<file path="src/inc/ccwe_pkg.sv">
// Package for the call, clear and watchdog-clear execution block
`default_nettype none
package ccwe_pkg;
  localparam int PC_W = 11;
  localparam int AW = 8;
  localparam int DW = 8;
  localparam int BIT_W = 3;
  localparam logic [PC_W-1:0] PC_STEP = 11'h001;
  localparam logic [DW-1:0] BYTE_CLEAR = 8'h00;
  localparam logic [DW-1:0] BIT_ONE = 8'h01;

  typedef enum logic [2:0] {
    CCWE_OP_NONE = 3'h0,
    CCWE_OP_CALL = 3'h1,
    CCWE_OP_CLR_BYTE = 3'h2,
    CCWE_OP_CLR_BIT = 3'h3,
    CCWE_OP_WD_SINGLE = 3'h4,
    CCWE_OP_WD_FIRST = 3'h5,
    CCWE_OP_WD_SECOND = 3'h6
  } ccwe_op_t;

  // Last pre-clear seen; NONE means neither yet
  typedef enum logic [1:0] {
    CCWE_PRE_NONE = 2'h0,
    CCWE_PRE_FIRST = 2'h1,
    CCWE_PRE_SECOND = 2'h3
  } ccwe_pre_t;

  typedef enum logic {
    CCWE_ST_EXEC = 1'b0,
    CCWE_ST_CALL2 = 1'b1
  } ccwe_state_t;

  typedef struct packed {
    ccwe_op_t op;
    logic [PC_W-1:0] target;
    logic [AW-1:0] addr;
    logic [BIT_W-1:0] bit_sel;
  } ccwe_instr_t;

  typedef struct packed {
    logic we;
    logic [AW-1:0] addr;
    logic [DW-1:0] data;
  } ccwe_mem_wr_t;
endpackage
`default_nettype wire

</file>
<file path="src/ccwe_exec.sv">
// Execution logic for subroutine call, memory clears and watchdog clears
`timescale 1ns/1ps
`default_nettype none
module ccwe_exec (
  input wire logic clk,
  input wire logic rst,
  input wire logic instr_valid,
  input wire ccwe_pkg::ccwe_instr_t instr,
  output logic instr_ready,
  input wire logic [ccwe_pkg::PC_W-1:0] pc,
  input wire logic [ccwe_pkg::DW-1:0] mem_rdata,
  output logic [ccwe_pkg::AW-1:0] mem_raddr,
  output ccwe_pkg::ccwe_mem_wr_t mem_wr,
  output logic stack_push,
  output logic [ccwe_pkg::PC_W-1:0] stack_data,
  output logic pc_load,
  output logic [ccwe_pkg::PC_W-1:0] pc_target,
  output logic watchdog_counter_clear,
  output logic time_out_flag_clear,
  output logic power_down_flag_clear
);
  import ccwe_pkg::*;

  ////////////////////////////////////////////////////////////////////////
  // Helpers

  // True when the offered instruction carries the given operation
  function automatic logic op_is(
    input ccwe_instr_t ins,
    input ccwe_op_t code
  );
    return ins.op == code;
  endfunction

  // Return address wraps at the top of program space, as the counter does
  function automatic logic [PC_W-1:0] ret_addr(
    input logic [PC_W-1:0] cur
  );
    return PC_W'(cur + PC_STEP);
  endfunction

  // Clears one bit and keeps the other seven as they were read
  function automatic logic [DW-1:0] clear_one(
    input logic [DW-1:0] data,
    input logic [BIT_W-1:0] sel
  );
    logic [DW-1:0] mask;
    mask = BIT_ONE << sel;
    return data & ~mask;
  endfunction

  // A pre-clear counts unless the last one seen was of the same kind
  function automatic logic pre_acts(
    input ccwe_pre_t last,
    input ccwe_pre_t kind
  );
    return last != kind;
  endfunction

  ////////////////////////////////////////////////////////////////////////
  // State and next values

  ccwe_state_t state_r;
  ccwe_state_t state_nxt;
  ccwe_pre_t pre_r;
  ccwe_pre_t pre_nxt;
  logic [PC_W-1:0] tgt_r;
  logic [PC_W-1:0] tgt_nxt;
  ccwe_mem_wr_t wr_nxt;
  logic [DW-1:0] wr_data;
  logic push_nxt;
  logic [PC_W-1:0] ret_nxt;
  logic load_nxt;
  logic [PC_W-1:0] jump_nxt;
  logic wd_nxt;

  ////////////////////////////////////////////////////////////////////////
  // Decode

  wire logic take;
  wire logic is_call;
  wire logic is_byte;
  wire logic is_bit;
  wire logic is_single;
  wire logic is_first;
  wire logic is_second;
  wire logic first_ok;
  wire logic second_ok;

  // Nothing is accepted while a call spends its second cycle
  assign instr_ready = (state_r == CCWE_ST_EXEC);
  assign take = instr_valid && instr_ready;
  // No condition is tested: every call offered while instr_ready is high is taken
  assign is_call = take && op_is(instr, CCWE_OP_CALL);
  assign is_byte = take && op_is(instr, CCWE_OP_CLR_BYTE);
  assign is_bit = take && op_is(instr, CCWE_OP_CLR_BIT);
  assign is_single = take && op_is(instr, CCWE_OP_WD_SINGLE);
  assign is_first = take && op_is(instr, CCWE_OP_WD_FIRST);
  assign is_second = take && op_is(instr, CCWE_OP_WD_SECOND);

  ////////////////////////////////////////////////////////////////////////
  // Watchdog clear pairing

  // The first pre-clear after reset acts, since the history holds none
  assign first_ok = is_first
    && pre_acts(pre_r, CCWE_PRE_FIRST);
  assign second_ok = is_second
    && pre_acts(pre_r, CCWE_PRE_SECOND);
  assign wd_nxt = is_single || first_ok || second_ok;

  // A repeated pre-clear still records itself; the single clear leaves
  // the history alone so that it cannot break up a pair
  always_comb begin
    pre_nxt = pre_r;
    if (is_first) begin
      pre_nxt = CCWE_PRE_FIRST;
    end else if (is_second) begin
      pre_nxt = CCWE_PRE_SECOND;
    end
  end

  ////////////////////////////////////////////////////////////////////////
  // Call sequencing

  always_comb begin
    state_nxt = state_r;
    unique case (state_r)
      CCWE_ST_EXEC: begin
        if (is_call) begin
          state_nxt = CCWE_ST_CALL2;
        end
      end
      CCWE_ST_CALL2: begin
        state_nxt = CCWE_ST_EXEC;
      end
    endcase
  end

  ////////////////////////////////////////////////////////////////////////
  // Call path

  assign tgt_nxt = is_call ? instr.target : tgt_r;
  assign push_nxt = is_call;
  assign ret_nxt = is_call ? ret_addr(pc) : stack_data;
  // The redirect is the extra operation that costs the second cycle
  assign load_nxt = (state_r == CCWE_ST_CALL2);
  assign jump_nxt = load_nxt ? tgt_r : pc_target;

  ////////////////////////////////////////////////////////////////////////
  // Memory clears

  // The read address follows the offer so the byte is back in time
  assign mem_raddr = instr.addr;
  assign wr_data = is_bit ? clear_one(mem_rdata, instr.bit_sel)
                          : BYTE_CLEAR;
  assign wr_nxt = '{
    we: is_byte || is_bit,
    addr: instr.addr,
    data: wr_data
  };

  ////////////////////////////////////////////////////////////////////////
  // Registers

  always_ff @(posedge clk) begin
    if (rst) begin
      state_r <= CCWE_ST_EXEC;
    end else begin
      state_r <= state_nxt;
    end
  end

  always_ff @(posedge clk) begin
    if (rst) begin
      pre_r <= CCWE_PRE_NONE;
    end else begin
      pre_r <= pre_nxt;
    end
  end

  always_ff @(posedge clk) begin
    if (rst) begin
      tgt_r <= '0;
    end else begin
      tgt_r <= tgt_nxt;
    end
  end

  always_ff @(posedge clk) begin
    if (rst) begin
      mem_wr <= '0;
    end else begin
      mem_wr <= wr_nxt;
    end
  end

  always_ff @(posedge clk) begin
    if (rst) begin
      stack_push <= 1'b0;
      stack_data <= '0;
    end else begin
      stack_push <= push_nxt;
      stack_data <= ret_nxt;
    end
  end

  always_ff @(posedge clk) begin
    if (rst) begin
      pc_load <= 1'b0;
      pc_target <= '0;
    end else begin
      pc_load <= load_nxt;
      pc_target <= jump_nxt;
    end
  end

  // Status flags are only ever touched by the watchdog clears; the three
  // strobes stay separate so the counter and flags may sit apart
  always_ff @(posedge clk) begin
    if (rst) begin
      watchdog_counter_clear <= 1'b0;
      time_out_flag_clear <= 1'b0;
      power_down_flag_clear <= 1'b0;
    end else begin
      watchdog_counter_clear <= wd_nxt;
      time_out_flag_clear <= wd_nxt;
      power_down_flag_clear <= wd_nxt;
    end
  end
endmodule
`default_nettype wire

</file>
<file path="config.mk">
export PLATFORM = sky130hd
export DESIGN_NAME = ccwe_exec
export DESIGN_NICKNAME = d
export VERILOG_FILES = /design/src/inc/ccwe_pkg.sv /design/src/ccwe_exec.sv
export SDC_FILE = /design/constraint.sdc
export NUM_CORES = 1
export LEC_CHECK = 0
export ABC_AREA = 1
export BUFFER_PORTS_ARGS = -buffer_cell sky130_fd_sc_hd__buf_2
export CAP_MARGIN = 25
export CELL_PAD_IN_SITES_DETAIL_PLACEMENT = 0
export CELL_PAD_IN_SITES_GLOBAL_PLACEMENT = 2
export CORE_MARGIN = 2
export CORE_UTILIZATION = 26
export CTS_BUF_LIST = sky130_fd_sc_hd__clkbuf_4 sky130_fd_sc_hd__clkbuf_8
export DETAILED_ROUTE_END_ITERATION = 12
export PLACE_DENSITY = 0.83
export SYNTH_ARGS = -nofsm -noshare
export SYNTH_HDL_FRONTEND = slang
export SYNTH_SLANG_ARGS = --single-unit
</file>
<file path="constraint.sdc">
create_clock -name clk -period 1.5 [get_ports clk]
set_clock_uncertainty 0.1 [all_clocks]
set_input_delay 0.075 -clock clk [delete_from_list [all_inputs] [get_ports clk]]
set_output_delay 0.075 -clock clk [all_outputs]
set_load 0.005 [all_outputs]
</file>
==> flow_summary.toml, run 1 <==
[routing]
firstDrtPassIters = 4
viasPerCell = 4.18
routedWlPerCell_um = 11.2
drtAntennaViolNets = 0
drtIter0Drc = 50
drcViolationCount = 0
num_vias = 2179
wl_um = 5820

[setup_path]
rr_worst_depth = 4
cp_slowest_stage_delay_ns = 0.56
cp.depth = 4
setup.worst_path.start_class = "flip-flop"
cp_top_family = "buffers and inverters"
cp.arrival_ns = 1.56
critPathBufInv = 1
cp-startpoint = "load_nxt"
r2r_setup_slack_ns = 0.10
worstSetupEndpointType = "flip-flop"
critPathMaxFanout = 6
required_ns = 1.66
setup.worst_path.end = "mem_wr[16]"
r2r_start = "load_nxt"
critPathSlowestCell = "dlygate4sd3_1"
r2r-end = "mem_wr[16]"
critPathKind = "flip-flop to flip-flop"
crit_chain = "nor2_4 > nand2_1 > nor3_2 > dlygate4sd3_1"

[synth]
yosysTopAreaCellShare_pct = 50.2
yosysTopAreaCell = "dfxtp_1"
ys_seq_area_share_pct = 50.2
ys_async_sr_fraction_pct = 0
ys_top_cells_by_count = "nor2_1, dfxtp_1, nand2_1, inv_1, nand3_1"
netlist_area_um2 = 2230
syn_inst = 284
synth_nets = 332
post-synth-top-count-cell = "nor2_1"
synth_flop_cell = "dfxtp_1"
synthDistinctLibCells = 24
yosys-top-cells-area = "dfxtp_1, nor2_1, nand2_1"
synth_edf_count = 0
ys_ff_latch = 56
yosys_warnings = 0
avgSynthCellArea_um2 = 7.86

[job]
cap_viol_max_count = 0

[sta]
fmax_mhz = 715
worstMarginPinSlew_ns = 0.396
hold_viol = 0
final.min_clock_period_ns = 1.40
grt_setup_unrepaired = "no"
slew_headroom_pct = 73.6
tns_ns = 0
slew_viol_final = 0
finalSetupViolCount = 0
period_share_pct = 93.2

[finish]
drive_gt1_share_pct = 29.8
postLayoutCellArea_um2 = 3250
n_fill_cell = 907
antennaDiodeCount = 0
fin_nets = 463
final_cells = 521
syn2layout_area_growth_pct = 45.5

[placed_design]
placed_cell_area_um2 = 2740
dp_hpwl_um = 3970
numPortBuffers = 99
placed_cells = 472
gp_congestion = 0.751

[floorplan]
rows = 33
ios = 100
die_h_um = 96.7
core_um2 = 8260
dieArea_um2 = 9340
initial_core_util_pct = 27.0
die_x_um = 96.7

[power]
peakVddDrop_v = 0.000295
pwr_density_cell_nw_per_um2 = 859
switchingPower_uw = 674
clockPowerShare_pct = 31.5
switching_share_pct = 24.2
p_int_uw = 2110
comb_power_share_pct = 13.2
leakage_uw = 0.00161
seq_power_share_pct = 55.3

[cts]
cts.sinks = 56
cts_made_buffers = 5
cts_tree = "yes"
htreeDepth = 2
clk_path_buf_depth = 2
cts-root-buf = "clkbuf_8"
clk_latency_ns = 0.31
clkSlewWorstSetupHoldPaths_ns = 0.10

[grt]
grt_pass1_wl_um = 9470
antenna_found_initial = 0
first_global_vias = 2023
grt_remaining_overflow = 0
grt_max_degree = 32
grtUsageTotal_pct = 12.2

[run_status]
status = "completed"

[hold_path]
hp-class = "input pin to flip-flop"
==> power groups by stage <==
stage,logic [uW],clock network [uW],registers [uW]
finish,367,880,1540
global route,413,974,1550
CTS,364,924,1540
detailed placement,283,0,1580
global placement,281,0,1580
floorplan,156,0,1580
==> logic make-up (layout without fill, tap and decap cells) <==
| logic type | after synthesis | after routing | synth area share, % |
|---|---|---|---|
| compound gates | 43 | 43 | 10.6 |
| xor+xnor | 2 | 2 | 0.785 |
| fa+ha+maj | 1 | 1 | 0.560 |
| buf+inv | 53 | 184 | 12.3 |
| flops | 56 | 56 | 50.2 |
| simple gates | 129 | 130 | 25.5 |
==> how the worst min path moves through the flow <==
stage                          from             to  slack, ns  cells past startpoint
after global routing          pc[8]  stack_data[8]       0.05                      5
after global placement     instr[3]      mem_wr[8]       0.19                      3
after floorplan           instr[24]     mem_wr[16]       0.05                      1
after detailed placement   instr[3]      mem_wr[8]       0.20                      3
after CTS                     pc[4]  stack_data[4]      0.005                      4
final                         pc[4]  stack_data[4]       0.01                      4
==> state kept, by name, indices dropped and copies added, names as in the netlist <==
| name | cells |
|---|---|
| load_nxt | 1 |
| mem_wr | 17 |
| pc_load | 1 |
| pc_target | 11 |
| power_down_flag_clear | 1 |
| pre_r | 2 |
| stack_data | 11 |
| stack_push | 1 |
| tgt_r | 11 |
==> what timing repair did <==
| item | in CTS | in global routing |
|---|---|---|
| buffers inserted | 0 | 1 |
| gates resized for setup | 0 | 2 |
| endpoints found under the setup margin | 0 | 9 |
| hold buffers | 39 | 0 |
| hold endpoints to repair | 32 | 0 |
==> metal layers <==
metal	up-vias	track usage (%)	part of all wire [%]	wire (um)
met1	977	15.2	45	2600
met5	-	0	0	0
met2	49	20.7	49	2840
met4	0	4.33	1.9	108
met3	9	2.60	4.7	272
li1	1144	-	-	-
==> cell type report <==
| type | instances | area, um^2 | area share, % |
|---|---|---|---|
| flip-flops and latches | 56 | 1120 | 34.6 |
| repair buffers | 143 | 923 | 28.4 |
| multi-input cells | 176 | 850 | 26.2 |
| well taps | 105 | 131 | 4.04 |
| inverters | 33 | 124 | 3.81 |
| clock buffers | 7 | 90.1 | 2.77 |
| clock inverters | 1 | 7.51 | 0.231 |
==> stage by stage <==
| stage | hold WS [ns] | util (%) | setup slack (ns) | total power (uW) |
|---|---|---|---|---|
| floorplan | 0.0505 | - | 0.290 | 1730 |
| global route | 0.0475 | 39.3 | 0.00191 | 2930 |
| global placement | 0.190 | 33.2 | 0.156 | 1860 |
| finish | 0.0118 | 39.3 | 0.101 | 2790 |
| CTS | 0.00450 | 39.1 | 0.0209 | 2830 |
| detailed placement | 0.195 | 33.2 | 0.117 | 1860 |
==> layout by cell type (no fill, tap or decap), types with 2 or more instances in the layout <==
cell / count
nor2_1: 62
nand3_1: 21
xnor2_1: 2
nand4_1: 2
nor2_2: 2
buf_4: 5
nand2_1: 36
buf_2: 99
dlygate4sd3_1: 39
clkbuf_8: 6
o21ai_1: 11
inv_2: 2
nor2_4: 3
dfxtp_1: 55
o31ai_1: 8
a21oi_1: 9
o21ai_0: 14
inv_1: 31
==> worst register-to-register path, stage by stage (launching register included) <==
cell	delay, ns
dfxtp_2	0.35
nor2_4	0.13
nand2_1	0.08
nor3_2	0.13
dlygate4sd3_1	0.56
No activity file was read; power rests on OpenSTA's default activity.
==> inputs of run 2 (changes only) <==
- CELL_PAD_IN_SITES_DETAIL_PLACEMENT: 0 -> 1
- CELL_PAD_IN_SITES_GLOBAL_PLACEMENT: 2 -> 1
- CORE_UTILIZATION: 26 -> 34
==> run 2 against run 1 <==
Non-clock buffer count shrank 6. Maximum frequency fell by 8.3%. Largest power group unchanged. Count of clock-buffer cells in the layout stayed put. The flow now finishes with violations (negative setup slack). Utilization is 10 points higher. Sequential share of layout area is 0.90 points higher. Worst hold slack worse by 0.0084 ns. Largest cell class unchanged. Critical path type is now input pin to flip-flop. Cell count is 6.3% lower. Sequential cell count did not move. Clock power shrank 0.5%. Via count increased by 4.2%. Routed wire length is 15% higher. Global-route usage rose by 5.7 points.
==> flow_summary.toml, run 2 (same netlist as run 1, synthesis figures left out) <==
[placed_design]
post-place-ws_ns = 0.0993
numPortBuffers = 99
gp_congestion = 0.787
dp_hpwl_um = 4190

[cts]
clkSlewWorstSetupHoldPaths_ns = 0.10
htreeDepth = 2
cts.sinks = 56
cts-root-buf = "clkbuf_8"
cts_made_buffers = 5
clk_latency_ns = 0.30
clk_path_buf_depth = 2
cts_tree = "yes"

[finish]
fin_nets = 457
syn2layout_area_growth_pct = 41.6
layout_common_cells = "buf_2, nor2_1, dfxtp_1, nand2_1, dlygate4sd3_1"
layout_commonest_cell = "buf_2"
largest_reg_flops = 17
drive_gt1_share_pct = 30.2
regMostFlops = "mem_wr"

[power]
comb_power_share_pct = 13.3
pwr_density_cell_nw_per_um2 = 882
switching_share_pct = 24.5
switchingPower_uw = 684
clockPowerShare_pct = 31.4
peakVddDrop_v = 0.000559
power_uw = 2790
p_int_uw = 2100
seq_power_share_pct = 55.3
leakage_uw = 0.00159

[sta]
worstMarginPinSlew_ns = 0.414
slew_viol_final = 0
fmax_mhz = 656
period_share_pct = 102
hold_viol = 0
setup_ws_ns = -0.0252
finalSetupViolCount = 1
final.min_clock_period_ns = 1.53
slew_headroom_pct = 72.4

[setup_path]
worstSetupEndpointType = "flip-flop"
r2r_setup_slack_ns = 0.05
rr_worst_depth = 5
critPathMaxFanout = 15
critPathKind = "input pin to flip-flop"
required_ns = 1.59
setup.worst_path.start_class = "input pin"
cp.arrival_ns = 1.62

[floorplan]
initial_core_util_pct = 35.2
rows = 29
dieArea_um2 = 7230
die_h_um = 85.0
die_x_um = 85.0
ios = 100
core_um2 = 6350

[grt]
first_global_vias = 2247
grtUsageTotal_pct = 17.8
grt_pass1_wl_um = 10300
antenna_found_initial = 1
grt_max_degree = 33
grt_remaining_overflow = 0

[routing]
num_vias = 2271
routedWlPerCell_um = 13.7
viasPerCell = 4.65
wl_um = 6710
drtIter0Drc = 55
firstDrtPassIters = 4
drcViolationCount = 0
drtAntennaViolNets = 0

[hold_path]
hp-class = "input pin to flip-flop"
hold_depth = 3

[run_status]
failed_checks = "negative setup slack"
status = "finished with violations"

[job]
cap_viol_max_count = 0
run 2: changes by cell type in the layout (fill, tap and decap cells not counted):
cell	delta
dfxtp_1	+1
nor2_1	-1
nor2_2	+1
dlygate4sd3_1	-5
diode_2	+1
dfxtp_2	-1
nand2_1	-1
buf_4	-1
nand2_2	+1
run 2: worst paths after layout:
kind,from,endpoint
max,instr[23],tgt_r[4]
max reg2reg,load_nxt,tgt_r[4]
min,instr[0],mem_wr[4]
min reg2reg,tgt_r[5],pc_target[5]
run 2: layout make-up:
| cell class | count | area (um^2) |
|---|---|---|
| fill | 822 | 3190 |
| sequential | 56 | 1120 |
| timing repair buffer | 137 | 866 |
| multi-input combinational | 176 | 855 |
| inverter | 33 | 124 |
| tap | 77 | 96.3 |
| clock buffer | 7 | 90.1 |
| clock inverter | 1 | 7.51 |
| antenna | 1 | 2.50 |
run 2: what timing repair did:
item | in CTS | in global routing
hold endpoints to repair | 29 | 0
hold buffers | 34 | 0
endpoints found under the setup margin | 0 | 8
buffers inserted | 0 | 0
gates resized for setup | 0 | 3
run 2: routing by layer:
metal	track usage (%)	vias up	part of all wire, %	routed length, um
li1	-	1138	-	-
met1	19.5	1059	40	2670
met2	33.8	56	53	3580
met3	3.02	18	3.4	231
met4	6.93	0	3.3	218
met5	0	-	0	0
run 2: stage by stage:
stage / hold slack [ns] / util [%] / TNS [ns] / instances / area (um^2)
final: 0.00344 / 49.8 / -0.0252 / 488 / 3160
after global routing: 0.0198 / 49.8 / -0.0715 / 488 / 3160
after CTS: 0.00320 / 49.5 / 0 / 486 / 3140
after detailed placement: 0.202 / 42.6 / 0 / 444 / 2700
after global placement: 0.188 / 42.6 / 0 / 444 / 2700
after floorplan: 0.0505 / - / 0 / 284 / 2230
run 2: power by group through the flow:
stage | Clock [uW] | Combinational, uW | Sequential [uW]
after floorplan | 0 | 156 | 1580
after global placement | 0 | 275 | 1580
after detailed placement | 0 | 284 | 1580
after CTS | 892 | 355 | 1540
after global routing | 956 | 407 | 1550
final | 876 | 370 | 1540
run 2: worst max-delay path, cell delays in order:
cell           delay [ns]
dlygate4sd3_1        0.53
buf_2                0.16
nor2_4               0.17
nand3_2              0.10
buf_4                0.20
o21ai_0              0.30
nor2_1               0.09
==> inputs of run 3 (changes only) <==
- HOLD_SLACK_MARGIN: not set -> 0.08
==> run 3 against run 2 <==
The flow still finishes with violations (negative setup slack). Die area did not move. Sequential power barely moved. Via count rose by 4.1%. Cell area rose by 7.2%. Combinational power rose by 13%. Critical path depth rose by 1. Critical endpoint unchanged. Sequential share of layout area fell by 2.4 points. Critical path type unchanged. Sequential cell count did not move. Non-clock buffer count rose by 22.
==> flow_summary.toml, run 3 (same netlist as run 1, synthesis figures left out) <==
[placed_design]
gp_congestion = 0.787
placed_cell_area_um2 = 2700
numPortBuffers = 99
dp_hpwl_um = 4190
post-place-ws_ns = 0.0993

[cts]
cts_made_buffers = 5
clk_latency_ns = 0.31
post-cts-setup-buffers = 0
clkSlewWorstSetupHoldPaths_ns = 0.09
htreeDepth = 2
cts-root-buf = "clkbuf_8"
clk_path_buf_depth = 2
cts_tree = "yes"
cts.sinks = 56

[run_status]
failed_checks = "negative setup slack"
status = "finished with violations"

[power]
peakVddDrop_v = 0.000468
pwr_density_cell_nw_per_um2 = 837
leakage_uw = 0.00169
power_uw = 2840

[setup_path]
required_ns = 1.58
critPathMaxFanout = 15
worstSetupEndpointType = "flip-flop"
cp_slowest_stage_delay_ns = 0.54
cp.arrival_ns = 1.66
setup.worst_path.start_class = "input pin"
critPathSlowestCell = "dlygate4sd3_1"
crit_chain = "dlygate4sd3_1 > buf_2 > inv_2 > nor2_4 > nand3_2 > buf_4 > o21ai_0 > nor2_1"
critPathKind = "input pin to flip-flop"

[sta]
period_share_pct = 105
fin_hold_ws_ns = 0.0941
setup_ws_ns = -0.0821
slew_viol_final = 0
final.min_clock_period_ns = 1.58
finalSetupViolCount = 1
worstMarginPinSlew_ns = 0.327
slew_headroom_pct = 78.0
hold_viol = 0
fmax_mhz = 632

[job]
cap_viol_max_count = 0

[floorplan]
dieArea_um2 = 7230
core_um2 = 6350
die_x_um = 85.0
die_h_um = 85.0
ios = 100
rows = 29
initial_core_util_pct = 35.2

[routing]
drtIter0Drc = 68
firstDrtPassIters = 4
drcViolationCount = 0
wl_um = 7210
num_vias = 2363
drtAntennaViolNets = 0
routedWlPerCell_um = 14.1
top_layer_used = "met4"
viasPerCell = 4.63
wl_met3_um = 196
met2_length_um = 4060
m1WireLength_um = 2770

[finish]
regArea_um2 = 1120
fin_nets = 479
postLayoutCellArea_um2 = 3390
layout_common_cells = "buf_2, nor2_1, dlygate4sd3_1, dfxtp_1, nand2_1"
n_fill_cell = 811
fin_util_pct = 53.4
multi_input_area_um2 = 860
largest_reg_flops = 17
drive_gt1_share_pct = 28.7
syn2layout_area_growth_pct = 51.8
regMostFlops = "mem_wr"
layout_commonest_cell = "buf_2"

[grt]
grt_remaining_overflow = 0
first_global_vias = 2415
antenna_found_initial = 1
grt_pass1_wl_um = 11200
grt_max_degree = 33
grtUsageTotal_pct = 19.3

[hold_path]
hp-class = "input pin to flip-flop"
[run 3: changes by cell type in the layout (fill, tap and decap cells not counted), sizes merged]
cell,previous run,this run
dlygate4sd3,34,56
[run 3: area by class of cell]
class	count	area share (%)
diodes	1	0.0738
clock buffers	7	2.66
clock inverters	1	0.221
inverters	33	3.65
multi-input cells	176	25.4
flip-flops and latches	56	33.1
well taps	77	2.84
repair buffers	159	32.1
[run 3: timing repair]
action,CTS,global route
hold endpoints to repair,43,0
endpoints found under the setup margin,0,19
hold buffers,56,0
gates resized for setup,0,6
[run 3: path summary, 6_finish.rpt]
path              startpoint            end  slack (ns)  cells past startpoint
setup / recovery   instr[22]       tgt_r[4]       -0.08                      8
hold / removal         pc[2]  stack_data[2]        0.09                      5
setup reg to reg    load_nxt       tgt_r[4]        0.02                      5
hold reg to reg     tgt_r[5]   pc_target[5]        0.35                      2
[run 3: stage by stage]
stage                     cells  TNS (ns)
after floorplan             284         0
after global placement      444         0
after detailed placement    444         0
after CTS                   508         0
after global routing        510    -0.114
final                       510   -0.0821
[run 3: where the power goes]
part / internal [uW] / leakage (uW) / total (uW) / switching [uW]
clock network: 395 / 0.0000479 / 875 / 480
registers: 1530 / 0.000455 / 1540 / 17.4
logic: 222 / 0.00119 / 419 / 197
total: 2140 / 0.00169 / 2840 / 695
[run 3: per-layer routing]
metal,track usage [%],vias to the layer above
li1,-,1180
met1,20.4,1119
met2,38.4,50
met3,2.53,14
met4,6.49,0
met5,0,-
[run 3: worst max-delay path: cells and delay by family]
kind                   cells  cell delay, ns
and+or+nand+nor            3            0.33
AOI/OAI and AO/OA          1            0.30
buffers and inverters      4            0.96
